<file path="src/rtl/enc_cmd_pkg.sv">
// constants and types shared by the command decoder and its checker
`default_nettype none
package enc_cmd_pkg;
  // ---------------------------------------------------------------
  // command bytes
  // ---------------------------------------------------------------
  localparam logic [7:0] CMD_READ_POS = 8'h42;
  localparam logic [7:0] CMD_SET_POS = 8'h43;
  localparam logic [7:0] CMD_READ_ANALOG = 8'h44;
  localparam logic [7:0] CMD_READ_CNT = 8'h46;
  localparam logic [7:0] CMD_INC_CNT = 8'h47;
  localparam logic [7:0] CMD_CLR_CNT = 8'h49;
  localparam logic [7:0] CMD_READ_DATA = 8'h4A;
  localparam logic [7:0] CMD_STORE_DATA = 8'h4B;
  localparam logic [7:0] CMD_FIELD_STAT = 8'h4C;
  localparam logic [7:0] CMD_CREATE_FIELD = 8'h4D;
  localparam logic [7:0] CMD_FREE_MEM = 8'h4E;
  localparam logic [7:0] CMD_CHANGE_CODE = 8'h4F;
  localparam logic [7:0] CMD_READ_STATUS = 8'h50;
  localparam logic [7:0] CMD_RESET = 8'h53;
  localparam logic [7:0] CMD_SERIAL = 8'h56;
  localparam logic [7:0] CMD_CONFIG_IF = 8'h57;
  localparam logic [7:0] ANALOG_TEMP_CHAN = 8'h48;
  localparam logic [7:0] ACCESS_CODE_RESET = 8'h55;
  // ---------------------------------------------------------------
  // status codes
  // ---------------------------------------------------------------
  localparam logic [7:0] ST_OK = 8'h00;
  localparam logic [7:0] ST_INIT_FIRST = 8'h01;
  localparam logic [7:0] ST_INIT_LAST = 8'h07;
  localparam logic [7:0] ST_CNT_OVF = 8'h08;
  localparam logic [7:0] ST_PARITY = 8'h09;
  localparam logic [7:0] ST_CHECKSUM = 8'h0A;
  localparam logic [7:0] ST_UNKNOWN_CMD = 8'h0B;
  localparam logic [7:0] ST_LENGTH = 8'h0C;
  localparam logic [7:0] ST_BAD_ARG = 8'h0D;
  localparam logic [7:0] ST_WRITE_PROT = 8'h0E;
  localparam logic [7:0] ST_BAD_CODE = 8'h0F;
  localparam logic [7:0] ST_SIZE_FIXED = 8'h10;
  localparam logic [7:0] ST_ADDR_RANGE = 8'h11;
  localparam logic [7:0] ST_NO_FIELD = 8'h12;
  localparam logic [7:0] ST_ANALOG_MON = 8'h1C;
  localparam logic [7:0] ST_TX_CURRENT = 8'h1D;
  localparam logic [7:0] ST_TEMP = 8'h1E;
  localparam logic [7:0] ST_SPEED = 8'h1F;
  localparam logic [7:0] ST_SINGLETURN = 8'h20;
  localparam logic [7:0] ST_MT_FIRST = 8'h21;
  localparam logic [7:0] ST_MT_LAST = 8'h23;
  // ---------------------------------------------------------------
  // carriers
  // ---------------------------------------------------------------
  typedef struct packed {
    logic [7:0] cmd;        // command byte
    logic [3:0] nbytes;     // data bytes received after the command
    logic [7:0] arg0;       // first data byte
    logic [7:0] arg1;       // second data byte
    logic parity_err;       // parity fault seen in the frame
    logic checksum_err;     // frame checksum mismatch
  } frame_t;
  typedef struct packed {
    logic [2:0] init_code;  // 0 none, else init fault 1..7
    logic analog_mon;
    logic tx_current;
    logic temp_crit;
    logic overspeed;
    logic singleturn;
    logic [1:0] multiturn;  // 0 none, else 21h..23h
    logic wprot;            // addressed field write protected
    logic size_fixed;
    logic addr_range;
    logic no_field;
  } fault_t;
  typedef enum logic [3:0] {
    OP_NONE, OP_READ_POS, OP_SET_POS, OP_READ_ANALOG, OP_READ_CNT,
    OP_INC_CNT, OP_CLR_CNT, OP_READ_DATA, OP_STORE_DATA, OP_FIELD_STAT,
    OP_CREATE_FIELD, OP_FREE_MEM, OP_CHANGE_CODE, OP_READ_STATUS,
    OP_RESET, OP_SERIAL
  } op_t;
  localparam logic [3:0] OP_CONFIG_CODE = 4'hF;
endpackage : enc_cmd_pkg
`default_nettype wire

</file>
<file path="src/rtl/enc_cmd_lookup.sv">
// command byte lookup: operation, expected length and protection flag
`default_nettype none
module enc_cmd_lookup
  import enc_cmd_pkg::*;
(
  // command in
  input wire logic [7:0] cmd,
  // decode out
  output logic known,
  output logic guarded,
  output logic [3:0] length,
  output op_t op
);
  // ---------------------------------------------------------------
  // table
  // ---------------------------------------------------------------
  // one row per decoded command
  always_comb begin
    known = 1'b1;
    guarded = 1'b0;
    length = 4'h0;
    op = OP_NONE;
    unique case (cmd)
      CMD_READ_POS: op = OP_READ_POS;
      CMD_SET_POS: begin
        op = OP_SET_POS;
        length = 4'h4;
      end
      CMD_READ_ANALOG: begin
        op = OP_READ_ANALOG;
        length = 4'h1;
      end
      CMD_READ_STATUS: op = OP_READ_STATUS;
      CMD_RESET: op = OP_RESET;
      CMD_SERIAL: op = OP_SERIAL;
      CMD_READ_CNT: op = OP_READ_CNT;
      CMD_INC_CNT: op = OP_INC_CNT;
      CMD_CLR_CNT: begin
        op = OP_CLR_CNT;
        length = 4'h1;
      end
      CMD_READ_DATA: begin
        op = OP_READ_DATA;
        length = 4'h2;
      end
      CMD_STORE_DATA: begin
        op = OP_STORE_DATA;
        length = 4'h2;
      end
      CMD_FIELD_STAT: begin
        op = OP_FIELD_STAT;
        length = 4'h1;
      end
      CMD_CREATE_FIELD: begin
        op = OP_CREATE_FIELD;
        length = 4'h2;
      end
      CMD_FREE_MEM: op = OP_FREE_MEM;
      CMD_CHANGE_CODE: begin
        op = OP_CHANGE_CODE;
        length = 4'h2;
      end
      CMD_CONFIG_IF: begin
        op = OP_NONE;
        guarded = 1'b1;
        length = 4'h2;
      end
      default: known = 1'b0;
    endcase
  end
endmodule : enc_cmd_lookup
`default_nettype wire

</file>
<file path="src/rtl/enc_cmd_status.sv">
// parameter-channel command decoder and status reporter
// What this block does
// decode position, analog, status, reset, serial commands
// decode counter and data-field commands
// guarded commands checked against protection byte
// access code resets to 55h, 4Fh changes
// no fault gives status 00h
// init faults report 01h to 07h
// parity 09h, checksum 0Ah, unknown 0Bh
// wrong data byte count reports 0Ch
// disallowed argument reports 0Dh
// write protect 0Eh, wrong code 0Fh
// field size 10h, range 11h, missing 12h
// speed 1Fh, singleturn 20h, multiturn 21h-23h
// analog 1Ch, current 1Dh, temp 1Eh, overflow 08h
// latest fault held, returned on status read
`default_nettype none
module enc_cmd_status
  import enc_cmd_pkg::*;
(
  // clock and reset
  input wire logic clk,
  input wire logic reset_n,
  // received frame
  input wire logic frame_valid,
  input wire frame_t frame,
  // fault sources from the encoder core
  input wire fault_t faults,
  // decoded command out
  output logic cmd_valid,
  output op_t cmd_op,
  output logic cfg_write,
  output logic [7:0] cmd_arg,
  // reply
  output logic reply_valid,
  output logic [7:0] reply_status,
  output logic [7:0] status,
  output logic [7:0] access_code
);
  // ---------------------------------------------------------------
  // decode
  // ---------------------------------------------------------------
  logic known;
  logic guarded;
  logic [3:0] length;
  op_t op;
  enc_cmd_lookup i_enc_cmd_lookup (
    .cmd(frame.cmd),
    .known(known),
    .guarded(guarded),
    .length(length),
    .op(op)
  );

  // guarded commands carry the code as their first data byte
  function automatic logic code_needed(input logic [7:0] c);
    code_needed = (c == CMD_CONFIG_IF) || (c == CMD_CHANGE_CODE);
  endfunction : code_needed

  // ---------------------------------------------------------------
  // frame status, first match wins
  // ---------------------------------------------------------------
  logic [7:0] frame_err;
  logic frame_ok;
  always_comb begin
    frame_err = ST_OK;
    if (frame.parity_err)
      frame_err = ST_PARITY;
    else if (frame.checksum_err)
      frame_err = ST_CHECKSUM;
    else if (!known)
      frame_err = ST_UNKNOWN_CMD;
    else if (frame.nbytes != length)
      frame_err = ST_LENGTH;
    else if (code_needed(frame.cmd) && frame.arg0 != access_code)
      frame_err = ST_BAD_CODE;
    else if (op == OP_READ_ANALOG && frame.arg0 != ANALOG_TEMP_CHAN)
      frame_err = ST_BAD_ARG;
    else if (op == OP_STORE_DATA && faults.wprot)
      frame_err = ST_WRITE_PROT;
    else if (op == OP_CREATE_FIELD && faults.size_fixed)
      frame_err = ST_SIZE_FIXED;
    else if ((op == OP_READ_DATA || op == OP_STORE_DATA)
             && faults.addr_range)
      frame_err = ST_ADDR_RANGE;
    else if ((op == OP_READ_DATA || op == OP_STORE_DATA ||
              op == OP_FIELD_STAT) && faults.no_field)
      frame_err = ST_NO_FIELD;
    frame_ok = (frame_err == ST_OK);
  end

  // ---------------------------------------------------------------
  // standing faults of the encoder core
  // ---------------------------------------------------------------
  logic [7:0] core_err;
  always_comb begin
    core_err = ST_OK;
    if (faults.init_code != 3'h0)
      core_err = ST_INIT_FIRST + {5'h00, faults.init_code} - 8'h01;
    else if (faults.overspeed)
      core_err = ST_SPEED;
    else if (faults.singleturn)
      core_err = ST_SINGLETURN;
    else if (faults.multiturn != 2'h0)
      core_err = ST_MT_FIRST + {6'h00, faults.multiturn} - 8'h01;
    else if (faults.analog_mon)
      core_err = ST_ANALOG_MON;
    else if (faults.tx_current)
      core_err = ST_TX_CURRENT;
    else if (faults.temp_crit)
      core_err = ST_TEMP;
  end

  // ---------------------------------------------------------------
  // next state
  // ---------------------------------------------------------------
  logic next_cmd_valid;
  op_t next_cmd_op;
  logic next_cfg_write;
  logic [7:0] next_cmd_arg;
  logic next_reply_valid;
  logic [7:0] next_reply_status;
  logic [7:0] next_status;
  logic [7:0] next_access_code;
  logic [7:0] cnt;
  logic [7:0] next_cnt;
  always_comb begin
    next_cmd_valid = 1'b0;
    next_cmd_op = OP_NONE;
    next_cfg_write = 1'b0;
    next_cmd_arg = cmd_arg;
    next_reply_valid = 1'b0;
    next_reply_status = reply_status;
    next_status = status;
    next_access_code = access_code;
    next_cnt = cnt;
    // core faults latch as the latest fault
    if (core_err != ST_OK)
      next_status = core_err;
    if (frame_valid) begin
      next_reply_valid = 1'b1;
      if (!frame_ok) begin
        next_status = frame_err;
        next_reply_status = frame_err;
      end else begin
        next_cmd_valid = !guarded;
        next_cmd_op = op;
        next_cfg_write = guarded;
        next_cmd_arg = frame.arg1;
        next_reply_status = status;
        unique case (op)
          OP_CHANGE_CODE: next_access_code = frame.arg1;
          OP_INC_CNT: begin
            if (cnt == 8'hFF)
              next_status = ST_CNT_OVF;
            else
              next_cnt = cnt + 8'h01;
          end
          OP_CLR_CNT: next_cnt = 8'h00;
          // a standing core fault wins over the clear
          OP_READ_STATUS: next_status = core_err;
          OP_RESET: next_status = core_err;
          default: ;
        endcase
      end
    end
  end

  // ---------------------------------------------------------------
  // registers
  // ---------------------------------------------------------------
  always_ff @(posedge clk or negedge reset_n) begin
    if (!reset_n) begin
      cmd_valid <= 1'b0;
      cmd_op <= OP_NONE;
      cfg_write <= 1'b0;
      cmd_arg <= 8'h00;
      reply_valid <= 1'b0;
      reply_status <= ST_OK;
      status <= ST_OK;
      access_code <= ACCESS_CODE_RESET;
      cnt <= 8'h00;
    end else begin
      cmd_valid <= next_cmd_valid;
      cmd_op <= next_cmd_op;
      cfg_write <= next_cfg_write;
      cmd_arg <= next_cmd_arg;
      reply_valid <= next_reply_valid;
      reply_status <= next_reply_status;
      status <= next_status;
      access_code <= next_access_code;
      cnt <= next_cnt;
    end
  end
endmodule : enc_cmd_status
`default_nettype wire
</file>
<file path="config.mk">
export PLATFORM = sky130hd
export DESIGN_NAME = enc_cmd_status
export DESIGN_NICKNAME = d
export VERILOG_FILES = /design/src/rtl/enc_cmd_pkg.sv /design/src/rtl/enc_cmd_lookup.sv /design/src/rtl/enc_cmd_status.sv
export SDC_FILE = /design/constraint.sdc
export NUM_CORES = 1
export LEC_CHECK = 0
export BUFFER_PORTS_ARGS = -buffer_cell sky130_fd_sc_hd__buf_2
export CAP_MARGIN = 10
export CORE_ASPECT_RATIO = 1.75
export CORE_MARGIN = 2
export CORE_UTILIZATION = 40
export DETAILED_ROUTE_END_ITERATION = 16
export GPL_ROUTABILITY_DRIVEN = 0
export PLACE_DENSITY = 0.64
export SLEW_MARGIN = 20
export SYNTH_ARGS = -nofsm -noshare
export SYNTH_HDL_FRONTEND = slang
export SYNTH_SLANG_ARGS = --single-unit
</file>
<file path="constraint.sdc">
create_clock -name clk -period 7.2 [get_ports clk]
set_input_delay 0.72 -clock clk [delete_from_list [all_inputs] [get_ports clk]]
set_output_delay 0.72 -clock clk [all_outputs]
set_load 0.05 [all_outputs]
</file>
# Word-level counts from Yosys, hierarchy flattened
# Index checks and enable logic that the tools add are counted.
# W data, S select, Z words.
[word_totals] ff_bits=47 input_bits=47 out_inout_bits=39 word_cells=103
[op_classes] add_sub_neg=5 eq_ne=31 mux=36 n_reduce_logical=22
[op_table] cell="$eq A8 B7 Y1 const B" count=16
[op_table] cell="$mux W8" count=11
[op_table] cell="$mux W5" count=12
[op_table] cell="$pmux W4 S15" count=1
[op_table] cell="$pmux W8 S2" count=2
[op_table] cell="$eq A4 B4 Y1 const B" count=6
[op_table] cell="$reduce_or A16 Y1" count=1
[op_table] cell="$eq A4 B3 Y1 const B" count=3
[op_table] cell="$pmux W3 S3" count=1
[op_table] cell="$add A8 B1 Y8 const B" count=1
[op_table] cell="$eq A8 B8 Y1 const B" count=1
[op_table] cell="$logic_not A8 Y1" count=1
[op_table] cell="$mux W4" count=2
[op_table] cell="$ne A8 B7 Y1 const B" count=1
[op_table] cell="$ne A8 B8 Y1" count=1
[op_table] cell="$reduce_bool A8 Y1" count=1
[op_table] cell="$sub A7 B1 Y8 const B" count=1
[op_table] cell="$add A6 B2 Y7 const A" count=1
[op_table] cell="$mux W1" count=7
[op_table] cell="$logic_and A1 B1 Y1" count=6
[op_table] cell="$reduce_or A5 Y1" count=1
[op_table] cell="$sub A4 B1 Y5 const B" count=1
[op_table] cell="$add A1 B3 Y4 const A" count=1
[op_table] cell="$eq A4 B2 Y1 const B" count=1
[op_table] cell="11 further kinds" count=14

# Logic depth before layout (Yosys ltp)
[logic_depth] depth_word=19 mapped_depth=10 ltp_nobuf=7

# Cells and area by module
# From an unflattened synthesis, not the netlist that was laid out.
[unflattened] hier_cells=305 area_unflattened_um2=2934.1
[by_module_without_submodules] module="enc_cmd_status" instances=1 cells_per_inst=248 area_per_inst_um2=2581.2
[by_module_without_submodules] module="enc_cmd_lookup" instances=1 cells_per_inst=57 area_per_inst_um2=352.8

# Worst setup path before layout
# No wires, ideal clock.
[synth_path] path_type="in2reg" from="in frame[29] (netlist name)" to="reg access_code[1]" setup_time_ps=125 t_arrival_ps=2819 required_time_ps=7075 path_slack_ps=4256 cell_stages=7 path_buffers=0 cell_sequence="or3b_4 nor2_1 o21ai_0 a221oi_2 nand3_4 nor4_4 mux2_2"
[synth_between] elab_chain_len=18 elab_cells_between_ends=50
[synth_lines] item="from (decl)" line="enc_cmd_status.sv:26" source="input wire frame_t frame,"
[synth_lines] item="$eq A8 B7 Y1 (on tied branches)" line="enc_cmd_lookup.sv:23, enc_cmd_status.sv:57"
[synth_lines] item="$pmux W4 S15" line="enc_cmd_lookup.sv:23" source="unique case (cmd)"
[synth_lines] item="$eq A4 B3 Y1 or $eq A4 B4 Y1 (tied branches)" line="enc_cmd_status.sv:83, enc_cmd_status.sv:86, enc_cmd_status.sv:79"
[synth_lines] item="$logic_or A1 B1 Y1" line="enc_cmd_status.sv:83, enc_cmd_status.sv:86"
[synth_lines] item="$logic_or A1 B1 Y1" line="enc_cmd_status.sv:86" source="else if ((op == OP_READ_DATA || op == OP_STORE_DATA ||"
[synth_lines] item="$logic_and A1 B1 Y1" line="enc_cmd_status.sv:87" source="op == OP_FIELD_STAT) && faults.no_field)"
[synth_lines] item="$mux W5" line="enc_cmd_status.sv:86"
[synth_lines] item="$mux W5" line="enc_cmd_status.sv:83" source="else if ((op == OP_READ_DATA || op == OP_STORE_DATA)"
[synth_lines] item="[2 not listed]"
[synth_lines] item="$mux W5" line="enc_cmd_status.sv:77" source="else if (op == OP_READ_ANALOG && frame.arg0 != ANALOG_TEMP_CHAN)"
[synth_lines] item="$mux W5" line="enc_cmd_status.sv:75" source="else if (code_needed(frame.cmd) && frame.arg0 != access_code)"
[synth_lines] item="$mux W5" line="enc_cmd_status.sv:73" source="else if (frame.nbytes != length)"
[synth_lines] item="$mux W5" line="enc_cmd_status.sv:71" source="else if (!known)"
[synth_lines] item="$mux W5" line="enc_cmd_status.sv:69" source="else if (frame.checksum_err)"
[synth_lines] item="$mux W8" line="enc_cmd_status.sv:67" source="if (frame.parity_err)"
[synth_lines] item="$logic_not A8 Y1" line="enc_cmd_status.sv:89" source="frame_ok = (frame_err == ST_OK);"
[synth_lines] item="$reduce_and A3 Y1 (no line) (*)"
[synth_lines] item="to (signal assigned)" line="enc_cmd_status.sv:191" source="access_code <= next_access_code;"
[synth_lines] item="to (decl)" line="enc_cmd_status.sv:38" source="output logic [7:0] access_code"
# Mark *: on every way between the ends. The rest lies on a longest branch, timed or not.
# A chain may end at the register's enable or synchronous reset.

# Worst setup path after layout
[layout_path] from="in frame[29] (netlist name)" to="reg cmd_arg[7]"
[layout_between] elab_chain_len=18 elab_cells_between_ends=49
[layout_lines] item="$eq A8 B7 Y1 (on tied branches)" line="enc_cmd_lookup.sv:23, enc_cmd_status.sv:57"
[layout_lines] item="$pmux W4 S15" line="enc_cmd_lookup.sv:23"
[layout_lines] item="$eq A4 B3 Y1 or $eq A4 B4 Y1 (tied branches)" line="enc_cmd_status.sv:83, enc_cmd_status.sv:86, enc_cmd_status.sv:79"
[layout_lines] item="$logic_or A1 B1 Y1" line="enc_cmd_status.sv:83, enc_cmd_status.sv:86"
[layout_lines] item="$logic_or A1 B1 Y1" line="enc_cmd_status.sv:86"
[layout_lines] item="$logic_and A1 B1 Y1" line="enc_cmd_status.sv:87"
[layout_lines] item="$mux W5" line="enc_cmd_status.sv:86"
[layout_lines] item="$mux W5" line="enc_cmd_status.sv:83"
[layout_lines] item="[2 not listed]"
[layout_lines] item="$mux W5" line="enc_cmd_status.sv:77"
[layout_lines] item="$mux W5" line="enc_cmd_status.sv:75"
[layout_lines] item="$mux W5" line="enc_cmd_status.sv:73"
[layout_lines] item="$mux W5 (*)" line="enc_cmd_status.sv:71"
[layout_lines] item="$mux W5 (*)" line="enc_cmd_status.sv:69"
[layout_lines] item="$mux W8 (*)" line="enc_cmd_status.sv:67"
[layout_lines] item="$logic_not A8 Y1 (*)" line="enc_cmd_status.sv:89"
[layout_lines] item="$reduce_and A2 Y1 (no line) (*)"
[layout_lines] item="to (signal assigned)" line="enc_cmd_status.sv:187" source="cmd_arg <= next_cmd_arg;"
[layout_lines] item="to (decl)" line="enc_cmd_status.sv:33" source="output logic [7:0] cmd_arg,"
# Marked as above.

==> impl_metrics.json <==
{
  "total_area_of_multi_input_combinational_cells_um2": 1740,
  "io_buffer_count": 85,
  "layout-drive-gt1-share_pct": 33.6,
  "yosysWarnings": 0,
  "yosysSeqAreaShare_pct": 38.7,
  "layout.cells.non_filler": 484,
  "power.ir.vdd_worst_mv": 0.129,
  "most_frequent_standard_cell_in_the_layout_excluding_fill_and_tap_cells": "sky130_fd_sc_hd__buf_2",
  "cp_data_required_time_ns": 7.37,
  "regArea_um2": 1180,
  "max-slew-margin-rel_pct": 43.4,
  "mostFrequentLayoutCells": "sky130_fd_sc_hd__buf_2 (84), sky130_fd_sc_hd__dfrtp_1 (43), sky130_fd_sc_hd__nor2_1 (26)",
  "boundaryPins": 86,
  "synth_enable_flop_cells": 0,
  "dieArea_um2": 8370,
  "synth_area_leaders": "sky130_fd_sc_hd__dfrtp_1 (35%), sky130_fd_sc_hd__mux2_2 (5.9%), sky130_fd_sc_hd__dfstp_2 (3.4%)",
  "finalWorstPathRequiredPeriod_ns": 3.36,
  "clock_pin_slew_worst_setup_and_hold_paths_ns": 0.07,
  "p_leak_nw": 1.69,
  "path_class": "input port to flop",
  "postCtsHoldBufs": 0,
  "synth-main-ff-cell": "sky130_fd_sc_hd__dfrtp_1",
  "antenna-diode-count": 0,
  "timing.critical_path.from_type": "input port",
  "worstPathMaxFanout": 16,
  "place_ws_ns": 3.48,
  "critical_path.endpoint_type": "flop",
  "timing.hold.worst.class": "input port to asynchronous set/reset pin",
  "timing.fmax_mhz": 298,
  "grt_first_pass_wirelength_um": 12700,
  "fin_skew_ns": 0.00843,
  "final_hold_viols": 0,
  "cts_post_setup_buffers_inserted": 0,
  "cap_violations": 0,
  "drt_iter0_drc": 161,
  "tritoncts.num_buffers": 5,
  "vias_per_cell": 5.73,
  "final_routed_wirelength_across_all_metal_layers_um": 7750,
  "async_flop_share_pct": 100,
  "grt_start_max_net_pins": 48,
  "coreArea_um2": 7460,
  "synth.ff_latch_count": 47,
  "grt_overflow": 0,
  "rows": 42,
  "fin_area_um2": 3680,
  "setup_violating_endpoint_count_in_the_final_report": 0,
  "result_of_the_run": "finished, final reports clean",
  "detail_route.wl_per_cell_um": 16.0,
  "place.detailed.hpwl_um": 5870,
  "layout-area-overhead-vs-synth_pct": 20.5,
  "drc": 0,
  "numPlacedInstances": 476,
  "first_global_vias": 2653,
  "fin_tns_setup_ns": 0,
  "fin_crit_sh_pct": 46.6,
  "grt_antenna_before_repair": 0,
  "signal_arrival_time_at_the_worst_endpoint_ns": 3.53,
  "design_power_total_mw": 0.636,
  "die-width_um": 70.0,
  "cts.root.buffer_cell": "sky130_fd_sc_hd__clkbuf_16",
  "post-synth-top-area-fraction_pct": 35.3,
  "timing_worst_slew_pin_value_ns": 0.846,
  "initial_core_util_pct": 40.9,
  "num-nets-final": 443,
  "detailedRoute.firstPassIterationCount": 6,
  "maxSlewViolCount": 0,
  "cts_tree": "yes",
  "cts.path.max_buffers": 2,
  "syn_avg_cell_area_um2": 9.56,
  "netlist_area_um2": 3050,
  "insertion_delay_of_the_later_clocked_pin_in_the_worst_skew_pair_ns": 0.29,
  "floorplan.die.height_um": 120,
  "placed_cell_area_um2": 3500,
  "power_density_nw_per_um2": 173,
  "cts.htree.levels": 2,
  "post_synth_num_cell_types": 75,
  "final.fill_count": 730,
  "vias": 2775,
  "worst_slack_ns": 3.84,
  "synth_area_leader_cell": "sky130_fd_sc_hd__dfrtp_1",
  "rsz0062_at_grt": "false",
  "global_route.usage.total_pct": 18.7,
  "synth_fp_nets": 367,
  "drtAntennaViolNets": 0,
  "clock_sink_count": 47,
  "cts-resized-gates": 0,
  "synthCells": 319
}
[critical path: stages]
cell	delay, ns
sky130_fd_sc_hd__buf_2	0.11
sky130_fd_sc_hd__or3b_4	0.42
sky130_fd_sc_hd__nor2_1	0.28
sky130_fd_sc_hd__o21ai_0	0.17
sky130_fd_sc_hd__a221oi_2	0.46
sky130_fd_sc_hd__and3_1	0.49
sky130_fd_sc_hd__nand3_2	0.45
sky130_fd_sc_hd__mux2_2	0.41
[final timing paths]
kind	start	end	cells past startpoint	slack, ns
min in group clk	cmd_arg[2]	cmd_arg[2]	1	0.50
hold reg to reg	cmd_arg[2]	cmd_arg[2]	1	0.50
setup / recovery	frame[29]	cmd_arg[7]	8	3.84
setup reg to reg	access_code[6]	cmd_arg[7]	7	4.43
max in group asynchronous	reset_n	cmd_arg[4]	1	6.36
hold / removal	reset_n	cmd_arg[2]	1	0.44
[logic make-up after synthesis]
kind of cell / Yosys count / synth area share [%]
flip-flops: 47 / 38.7
XOR/XNOR: 11 / 3.16
AO/OA/AOI/OAI: 79 / 19.0
AND/OR/NAND/NOR: 135 / 27.5
adder cells (fa/ha/maj): 1 / 0.410
multiplexers: 19 / 6.89
buffers and inverters: 27 / 4.31
[metal layers]
layer  vias up  global-route usage (%)  share of wire, %
met4         0                    5.41               1.1
met5         -                       0                 0
met2        87                    34.8                54
met1      1324                    21.2                40
li1       1357                       -                 -
met3         7                    3.69               5.1
[state kept, by name, indices dropped and copies added, names as in the netlist]
register	flops
cmd_op	4
cmd_valid	1
cnt	8
reply_valid	1
access_code	8
reply_status	8
cfg_write	1
cmd_arg	8
status	8
[report_power, final]
part	total (mW)	switching (mW)	leakage, nW	internal, mW
Sequential	0.272	0.00306	0.611	0.269
Clock	0.271	0.0982	0.0868	0.173
Combinational	0.0940	0.0612	0.990	0.0328
Total	0.636	0.162	1.69	0.474
[metrics by stage]
stage / hold slack (ns) / utilization, %
3_3_place_gp: 0.485 / 46.9
5_1_grt: 0.500 / 49.3
3_5_place_dp: 0.490 / 46.9
2_1_floorplan: 0.424 / -
6_report: 0.441 / 49.3
4_1_cts: 0.510 / 49.2
[layout make-up]
cell class | count | area share (%)
Clock buffer | 6 | 3.78
Timing Repair Buffer | 86 | 11.8
Sequential cell | 47 | 32.1
Inverter | 10 | 1.02
Tap cell | 88 | 3.00
Multi-Input combinational cell | 245 | 47.3
Clock inverter | 2 | 0.953
[cells in the mapped netlist, types with 6 or more instances]
| cell type | count |
|---|---|
| sky130_fd_sc_hd__nor3_1 | 8 |
| sky130_fd_sc_hd__nor2b_1 | 11 |
| sky130_fd_sc_hd__nand2_1 | 18 |
| sky130_fd_sc_hd__nand3_1 | 8 |
| sky130_fd_sc_hd__a21oi_1 | 16 |
| sky130_fd_sc_hd__xnor2_1 | 10 |
| sky130_fd_sc_hd__or3_1 | 7 |
| sky130_fd_sc_hd__buf_4 | 6 |
| sky130_fd_sc_hd__o21ai_0 | 12 |
| sky130_fd_sc_hd__nor4b_1 | 7 |
| sky130_fd_sc_hd__mux2_2 | 16 |
| sky130_fd_sc_hd__nor2_1 | 26 |
| sky130_fd_sc_hd__inv_1 | 10 |
| sky130_fd_sc_hd__and3_1 | 6 |
| sky130_fd_sc_hd__dfrtp_1 | 43 |
(Power assumes the default switching activity.)
